$ cat src/common/pmp_pkg.sv
// Purpose: Shared constants and types for the port mode and page configuration block
// Assumes: One core clock, loads issued by the instruction decoder
// Notes:   Register identifiers are local selector codes, not bus addresses
package pmp_pkg;

    localparam int NIB_W = 4;

    // Load selector codes carried with each immediate load
    typedef enum logic [2:0]
    {
        PMP_LD_PAGE  = 3'h0,
        PMP_LD_PCE   = 3'h1,
        PMP_LD_DRIVE = 3'h2,
        PMP_LD_DIR1  = 3'h3,
        PMP_LD_DIR2  = 3'h4
    } pmp_ld_e;

    typedef struct packed
    {
        logic             valid;
        pmp_ld_e          sel;
        logic [NIB_W-1:0] imm;
    } pmp_load_s;

    // Values after reset
    localparam logic [NIB_W-1:0] PAGE_RST  = 4'h0;
    localparam logic [NIB_W-1:0] PCE_RST   = 4'h0;
    localparam logic [NIB_W-1:0] DRIVE_RST = 4'h0;
    localparam logic [NIB_W-1:0] DIR_RST   = 4'hf;

    // Field positions
    localparam int PAGE_LSB       = 0;
    localparam int PAGE_MSB       = 2;
    localparam int DRV_P1_OD_BIT  = 0;
    localparam int DRV_P2_OD_BIT  = 1;
    localparam int DRV_P3_PU_BIT  = 2;
    localparam int DRV_P4_PU_BIT  = 3;

    // Page offset width (16 nibble locations per page), address width
    localparam int PAGE_OFS_W = 4;
    localparam int DADDR_W    = 7;

endpackage

$ cat src/logic/pmp_sync.sv
// Purpose: Two flip-flop synchroniser for a bus of pin levels
// Assumes: Inputs are asynchronous to core_clk_i
// Notes:   First stage is read only by the second stage
`timescale 1ns/1ps
module pmp_sync
#(
    parameter int W = 4
)
(
    // Clock and reset
    input  wire logic         core_clk_i,
    input  wire logic         reset_i,
    // Data
    input  wire logic [W-1:0] async_i,
    output logic      [W-1:0] sync_o
);
    logic [W-1:0] meta_ff;

    always_ff @(posedge core_clk_i or posedge reset_i)
    begin
        if (reset_i)
        begin
            meta_ff <= '0;
            sync_o  <= '0;
        end
        else
        begin
            meta_ff <= async_i;
            sync_o  <= meta_ff;
        end
    end
endmodule

$ cat src/logic/pmp_chg_det.sv
// Purpose: Per-pin change detector gated by the change-enable bits
// Assumes: Input is already synchronised to core_clk_i
// Notes:   First sample after reset is taken without flagging
`timescale 1ns/1ps
module pmp_chg_det
#(
    parameter int W = 4
)
(
    // Clock and reset
    input  wire logic         core_clk_i,
    input  wire logic         reset_i,
    // Pins and enables
    input  wire logic [W-1:0] pin_sync_i,
    input  wire logic [W-1:0] enable_i,
    output wire logic [W-1:0] change_o
);
    logic [W-1:0] prev_ff;
    logic         primed_ff;

    always_ff @(posedge core_clk_i or posedge reset_i)
    begin
        if (reset_i)
        begin
            prev_ff   <= '0;
            primed_ff <= 1'b0;
        end
        else
        begin
            prev_ff   <= pin_sync_i;
            primed_ff <= 1'b1;
        end
    end

    // Compare against previous sample, per pin
    genvar g;
    generate
        for (g = 0; g < W; g++)
        begin : g_pin
            assign change_o[g] = primed_ff & enable_i[g]
                               & (pin_sync_i[g] ^ prev_ff[g]);
        end
    endgenerate
endmodule

$ cat src/logic/pmp_top.sv
// Purpose: Page select, pin change enable and port mode registers
// Assumes: Loads come from the instruction decoder on core_clk_i, one per cycle
// Notes:   All registers are write only; their settings reach the outputs through one output register stage
//
// Behaviour
// - A page load stores the 4-bit immediate in the page register in one cycle.
// - Page bits 2..0 pick which 16-location data page indirect addressing reaches.
// - Only third-port pins with their change-enable bit set may wake hold or interrupt.
// - Drive bit 0 makes the first port push-pull when 0 and open-drain when 1.
// - Drive bit 1 makes the second port push-pull when 0 and open-drain when 1.
// - Drive bit 2 enables the third port pull-ups when 1.
// - Drive bit 3 enables the fourth port pull-ups when 1.
// - First direction bit n makes first port pin n an output at 0, input at 1.
// - First direction register resets to all ones.
// - Second direction bit n makes second port pin n an output at 0, input at 1.
// - Second direction register resets to all ones.
// - A drive load writes the immediate into the drive register in one cycle.
`timescale 1ns/1ps
module pmp_top
    import pmp_pkg::*;
#(
    parameter int PORT_W = 4
)
(
    // Clock and reset
    input  wire logic                  core_clk_i,
    input  wire logic                  reset_i,
    // Immediate load from decoder
    input  wire pmp_load_s             load_i,
    // Indirect addressing
    input  wire logic [PAGE_OFS_W-1:0] ind_ofs_i,
    output logic      [DADDR_W-1:0]    ind_addr_o,
    // Third port pins
    input  wire logic [PORT_W-1:0]     third_port_i,
    output logic                       pin_change_o,
    output logic      [PORT_W-1:0]     pin_change_vec_o,
    // Port modes
    output logic                       first_port_od_o,
    output logic                       second_port_od_o,
    output logic                       third_port_pu_o,
    output logic                       fourth_port_pu_o,
    output logic      [PORT_W-1:0]     first_port_dir_o,
    output logic      [PORT_W-1:0]     second_port_dir_o
);
    logic [NIB_W-1:0]  page_select_ff;
    logic [NIB_W-1:0]  pin_change_enable_ff;
    logic [NIB_W-1:0]  port_drive_config_ff;
    logic [PORT_W-1:0] first_port_direction_ff;
    logic [PORT_W-1:0] second_port_direction_ff;
    logic [PORT_W-1:0] third_sync;
    logic [PORT_W-1:0] chg_vec;

    // Write strobes
    wire wr_page  = load_i.valid && (load_i.sel == PMP_LD_PAGE);
    wire wr_pce   = load_i.valid && (load_i.sel == PMP_LD_PCE);
    wire wr_drive = load_i.valid && (load_i.sel == PMP_LD_DRIVE);
    wire wr_dir1  = load_i.valid && (load_i.sel == PMP_LD_DIR1);
    wire wr_dir2  = load_i.valid && (load_i.sel == PMP_LD_DIR2);

    // Page base plus offset; bit 3 dropped
    wire [DADDR_W-1:0] nxt_ind_addr =
        {page_select_ff[PAGE_MSB:PAGE_LSB], ind_ofs_i};

    always_ff @(posedge core_clk_i or posedge reset_i)
    begin
        if (reset_i)
        begin
            page_select_ff <= PAGE_RST;
        end
        else if (wr_page)
        begin
            page_select_ff <= load_i.imm;
        end
    end

    always_ff @(posedge core_clk_i or posedge reset_i)
    begin
        if (reset_i)
        begin
            pin_change_enable_ff <= PCE_RST;
        end
        else if (wr_pce)
        begin
            pin_change_enable_ff <= load_i.imm;
        end
    end

    always_ff @(posedge core_clk_i or posedge reset_i)
    begin
        if (reset_i)
        begin
            port_drive_config_ff <= DRIVE_RST;
        end
        else if (wr_drive)
        begin
            port_drive_config_ff <= load_i.imm;
        end
    end

    always_ff @(posedge core_clk_i or posedge reset_i)
    begin
        if (reset_i)
        begin
            first_port_direction_ff  <= DIR_RST;
            second_port_direction_ff <= DIR_RST;
        end
        else
        begin
            if (wr_dir1)
            begin
                first_port_direction_ff <= load_i.imm;
            end
            if (wr_dir2)
            begin
                second_port_direction_ff <= load_i.imm;
            end
        end
    end

    // Pin synchroniser and change detection
    pmp_sync #(.W(PORT_W)) u_sync
    (
        .core_clk_i (core_clk_i),
        .reset_i    (reset_i),
        .async_i    (third_port_i),
        .sync_o     (third_sync)
    );

    pmp_chg_det #(.W(PORT_W)) u_chg
    (
        .core_clk_i (core_clk_i),
        .reset_i    (reset_i),
        .pin_sync_i (third_sync),
        .enable_i   (pin_change_enable_ff),
        .change_o   (chg_vec)
    );

    // Registered outputs
    always_ff @(posedge core_clk_i or posedge reset_i)
    begin
        if (reset_i)
        begin
            ind_addr_o        <= '0;
            pin_change_o      <= 1'b0;
            pin_change_vec_o  <= '0;
            first_port_od_o   <= 1'b0;
            second_port_od_o  <= 1'b0;
            third_port_pu_o   <= 1'b0;
            fourth_port_pu_o  <= 1'b0;
            first_port_dir_o  <= DIR_RST;
            second_port_dir_o <= DIR_RST;
        end
        else
        begin
            ind_addr_o        <= nxt_ind_addr;
            pin_change_o      <= |chg_vec;
            pin_change_vec_o  <= chg_vec;
            first_port_od_o   <= port_drive_config_ff[DRV_P1_OD_BIT];
            second_port_od_o  <= port_drive_config_ff[DRV_P2_OD_BIT];
            third_port_pu_o   <= port_drive_config_ff[DRV_P3_PU_BIT];
            fourth_port_pu_o  <= port_drive_config_ff[DRV_P4_PU_BIT];
            first_port_dir_o  <= first_port_direction_ff;
            second_port_dir_o <= second_port_direction_ff;
        end
    end
endmodule

$ cat config.mk
export PLATFORM = sky130hd
export DESIGN_NAME = pmp_top
export DESIGN_NICKNAME = d
export VERILOG_FILES = /design/src/common/pmp_pkg.sv /design/src/logic/pmp_sync.sv /design/src/logic/pmp_chg_det.sv /design/src/logic/pmp_top.sv
export SDC_FILE = /design/constraint.sdc
export NUM_CORES = 1
export LEC_CHECK = 0
export BUFFER_PORTS_ARGS = -buffer_cell sky130_fd_sc_hd__buf_2
export CORE_MARGIN = 2
export CORE_UTILIZATION = 38
export CTS_CLUSTER_DIAMETER = 100
export DETAILED_ROUTE_END_ITERATION = 12
export GPL_TIMING_DRIVEN = 0
export PLACE_DENSITY_LB_ADDON = 0.15
export SYNTH_ARGS = -nofsm -noshare
export SYNTH_HDL_FRONTEND = slang
export SYNTH_SLANG_ARGS = --single-unit
$ cat constraint.sdc
create_clock -name core_clk_i -period 1.6 [get_ports core_clk_i]
set_input_delay 0.24 -clock core_clk_i [delete_from_list [all_inputs] [get_ports core_clk_i]]
set_output_delay 0.24 -clock core_clk_i [all_outputs]
set_load 0.05 [all_outputs]
-- Word-level counts from Yosys, hierarchy flattened
Cells that the tools add are included.
- memories kept: 0
- flip-flop bits (word level): 56
- memory bits (writable): 0
- logic and storage cells: 41
- bits in latches: 0
- bits in read-only memories: 0
- muxes and demuxes: 0
- bitwise logic cells: 12
- $lt $le $gt $ge: 0
- shift operators: 0
- reductions and logical operators: 7
- add/sub/neg operators: 0
- multipliers: 0
- equality and inequality tests: 4
- div/mod/pow operators: 0
- operator list (operator ; number):
    bitwise AND 1 bit ; 8
    equality test 3 x 2 -> 1 bit (second input constant) ; 2
    logical AND 1 bit ; 5
    OR reduction 4 bit ; 1
    bitwise XOR 1 bit ; 4
    equality test 3 x 1 -> 1 bit (second input constant) ; 1
    equality test 3 bit (second input constant) ; 1
    zero test 3 bit ; 1

-- Logic depth before layout (Yosys ltp)
- word-level depth: 3
- gate-level depth with buffers: 3

-- Hierarchy
From an unflattened synthesis, not the netlist that was laid out.
- cell total of the unflattened synthesis: 93
- area, all modules: 1844.3 sq um
- modules (own cells, without submodules) (module ; times used ; seq. area each (sq um) ; cells each ; area an instance (sq um)):
    pmp_top ; 1 ; 1096.1 ; 69 ; 1447.6
    pmp_sync ; 1 ; 200.2 ; 9 ; 203.9
    pmp_chg_det ; 1 ; 125.1 ; 15 ; 192.7

-- Worst setup path after synthesis
Ideal clock, no wire load.
- path type: register -> register
- start: reg u_chg.prev_ff[3]
- end: reg pin_change_o
- slack: 286 ps
- clock period less this slack: 1314 ps
- arrival time: 1175 ps
- data required time: 1461 ps
- cell stages (with the launch flop): 4
- cells stage by stage: dfrtp_1 -> xor2_1 -> and3_4 -> or4_4
- word-level cells in the longest chain between the ends: 3
- RTL lines (element ; RTL line ; text):
    from (decl) ; pmp_chg_det.sv:18 ; logic [W-1:0] prev_ff;
    from (signal assigned) ; pmp_chg_det.sv:30 ; prev_ff <= pin_sync_i;
    bitwise XOR 1 bit ; pmp_chg_det.sv:41 ; & (pin_sync_i[g] ^ prev_ff[g]);
    bitwise AND 1 bit ; pmp_chg_det.sv:41 ;
    net chg_vec[3] ; pmp_top.sv:51 ; logic [PORT_W-1:0] chg_vec;
    OR reduction 4 bit ; pmp_top.sv:156 ; pin_change_o <= |chg_vec;
    to (signal assigned) ; pmp_top.sv:156 ;
    to (decl) ; pmp_top.sv:35 ; output logic pin_change_o,
The timed path passes the listed nets, and every way through them passes these cells.
A chain may end at the register's enable or synchronous reset.

-- Worst setup path after layout
- start: reg u_sync.sync_o[3]
- end: reg pin_change_o
- word-level cells in the longest chain between the ends: 3
- RTL lines (element ; RTL line ; text):
    from (decl) ; pmp_sync.sv:15 ; output logic [W-1:0] sync_o
    from (signal assigned) ; pmp_sync.sv:29 ; sync_o <= meta_ff;
    bitwise XOR 1 bit ; pmp_chg_det.sv:41 ;
    bitwise AND 1 bit ; pmp_chg_det.sv:41 ;
    net chg_vec[3] ; pmp_top.sv:51 ;
    OR reduction 4 bit ; pmp_top.sv:156 ;
The timed path passes the listed nets, and every way through them passes these cells.

==> out/results.ini <==
[run_status]
status = completed

[layout]
area_growth_pct = 22.9
multi_input_area_um2 = 357
final-seq-area_um2 = 1420
fillCellCount = 393
finalNetCount = 160
drive_gt1_share_pct = 60.1
final_cell_area_um2 = 2190
antennaDiodeCount = 0

[power]
power_leakage_uw = 0.00104
combPwrFrac_pct = 20.6
p_sw_share_pct = 29.7
cellInternalPower_uw = 2360
power_density_nw_per_um2 = 1530
pwr-share-clk_pct = 26.4
vdd.ir_drop.worst_v = 0.000589
switchingPower_uw = 997
pwr-share-seq_pct = 53.1

[synthesis]
synthCells = 92
synth-seq-area-share_pct = 79.8
yosys_warnings = 0
syn_avg_cell_area_um2 = 19.4
synth_top_area_cell = dfrtp_1
synth_top_area_share_pct = 56.2
ys_top_cells_by_area = dfrtp_1, dfstp_2, mux2_2, xor2_1, mux2_1
syn_nets = 110
synthesis.area_um2 = 1780
yosysUniqueCellTypes = 15
synth_seq_cells = 56

[worst_setup_path]
endpoint_kind = flip-flop
crit_type = flip-flop to flip-flop
worstSetupStartpointType = flip-flop
critical_path_required_ps = 1770
crit_path_max_fanout = 2
timing.reg2reg.setup_slack_ps = 230
cp_slowest_cell = or4_4
worst_ep_arrival_time_ps = 1540
crit_chain = xor2_1 -> and3_4 -> or4_4
crit_path_max_incr_delay_ps = 520

[grt]
antenna_found_initial = 0
grt_pass1_vias = 964
gr-total-overflow = 0
grt_max_degree = 45
grt_pass1_wl_mm = 4.60
grtUsageTotal_pct = 11.7

[clock_tree]
cts_resized = 0
ctsHoldBuffers = 1
cts_root_buf = clkbuf_8
clk_path_buf_depth = 2
cts_made_buffers = 5
cts_setup_buffers = 0
tritoncts = yes
clk_pin_slew_ps = 90
cts.sinks = 56
insertion_delay_ps = 300
cts_max_level = 2

[place]
place_area_um2 = 2070
dp_hpwl_mm = 1.83
place.gp.congestion = 0.709
dp_slack_ps = 236
port_buffers = 41

[hold_path]
hp-class = primary input to flip-flop

[floorplanning]
pin_count = 42
start_util_pct = 40.1
dieArea_um2 = 5250
num_rows = 24
die_w_um = 72.5
core_area_um2 = 4440
die_h_um = 72.5

[detailed_routing]
wl_mm = 2.63
first_iter_violations = 35
wl_per_cell_um = 13.5
drc = 0
vias = 916
antenna_left = 0
drtPass1Iterations = 4
viasPerCell = 4.70

[sta]
fin_crit_ps = 1370
fmax_ghz = 0.731
setup_viol = 0
finalHoldViolCount = 0
setup_slack_ps = 232
whs_ps = 39.7
fin_skew_ps = 4.74
rsz0062_at_grt = no
maxSlewViolCount = 0
period_share_pct = 85.5

[run]
maxCapViolCount = 0

-- metal layers --
metal	global-route usage [%]	vias up	wire, um
met2	18.0	25	1280
met5	0	-	0
met4	3.70	0	44
li1	-	412	-
met3	5.14	5	164
met1	15.1	474	1140
-- metrics by stage --
step / power (uW) / instances / TNS, ps / util, %
2_1_floorplan: 2330 / 92 / 0 / -
3_3_place_gp: 2490 / 185 / -23110 / 46.2
3_5_place_dp: 2510 / 186 / 0 / 46.6
4_1_cts: 3410 / 195 / 0 / 49.3
5_1_grt: 3530 / 195 / 0 / 49.3
6_report: 3350 / 195 / 0 / 49.3
-- critical path, delay by kind of cell (launching register included) --
kind | cells | cell delay, ps
and+or+nand+nor | 2 | 700
DFF | 1 | 390
xor gates and xnor gates | 1 | 150
-- cells in the final DEF, fill, tap and decap left out --
master / n
and3_4: 1
or4_4: 1
nor3_2: 1
nor4b_2: 1
bufinv_16: 1
nand2_1: 1
nand4b_1: 1
and4bb_1: 2
mux2_2: 16
clkbuf_1: 1
and3_1: 3
dfstp_2: 16
dfrtp_1: 40
clkbuf_8: 5
inv_2: 1
conb_1: 1
buf_2: 41
dlygate4sd3_1: 1
clkinv_2: 1
mux2_1: 3
buf_12: 1
xor2_1: 4
-- final timing paths --
kind,start,endpoint,cells past startpoint
setup / recovery,u_sync.sync_o[3],pin_change_o,3
hold / removal,ind_ofs_i[0],ind_addr_o[0],1
setup reg to reg,u_sync.sync_o[3],pin_change_o,3
hold reg to reg,u_sync.meta_ff[3],u_sync.sync_o[3],0
max in group asynchronous,reset_i,first_port_dir_o[2],4
min in group asynchronous,reset_i,ind_addr_o[1],3
-- flip-flops by register name, indices dropped and copies added, names as in the netlist, 3 cells and up --
signal and count:
first_port_direction_ff 4, second_port_direction_ff 4, page_select_ff 3, ind_addr_o 7, pin_change_vec_o 4, second_port_dir_o 4
u_sync.meta_ff 4, first_port_dir_o 4, u_chg.prev_ff 4, pin_change_enable_ff 4, port_drive_config_ff 4, u_sync.sync_o 4
-- kinds of logic (layout without fill, tap and decap cells) --
| group | after synthesis | after routing | synth area share, % |
|---|---|---|---|
| XOR/XNOR | 4 | 4 | 1.97 |
| buffers and inverters | 1 | 52 | 0.210 |
| multiplexers | 19 | 19 | 12.0 |
| other | 1 | 1 | 0.210 |
| AND/OR/NAND/NOR | 11 | 11 | 5.83 |
| flip-flops | 56 | 56 | 79.8 |
-- synth_stat cells --
cell type   n
and3_1      3
and3_4      1
and4bb_1    2
conb_1      1
dfrtp_1    40
dfstp_2    16
inv_1       1
mux2_1      3
mux2_2     16
nand2_1     1
nand4b_1    1
nor3_2      1
nor4b_2     1
or4_4       1
xor2_1      4
-- power groups by stage --
stage	clock network [uW]	registers, uW	logic (uW)
after global placement	0	1800	683
after detailed placement	0	1810	697
after global routing	993	1810	728
final	884	1780	690
after floorplan	0	2180	146
after CTS	922	1780	699
-- cell type report --
cell class	count	area share, %
multi-input cells	35	16.3
inverters	1	0.171
clock inverters	2	1.60
repair buffers	43	10.7
flip-flops and latches	56	64.9
clock buffers	6	3.31
well taps	52	2.97
Power figures use the tool's default switching activity.
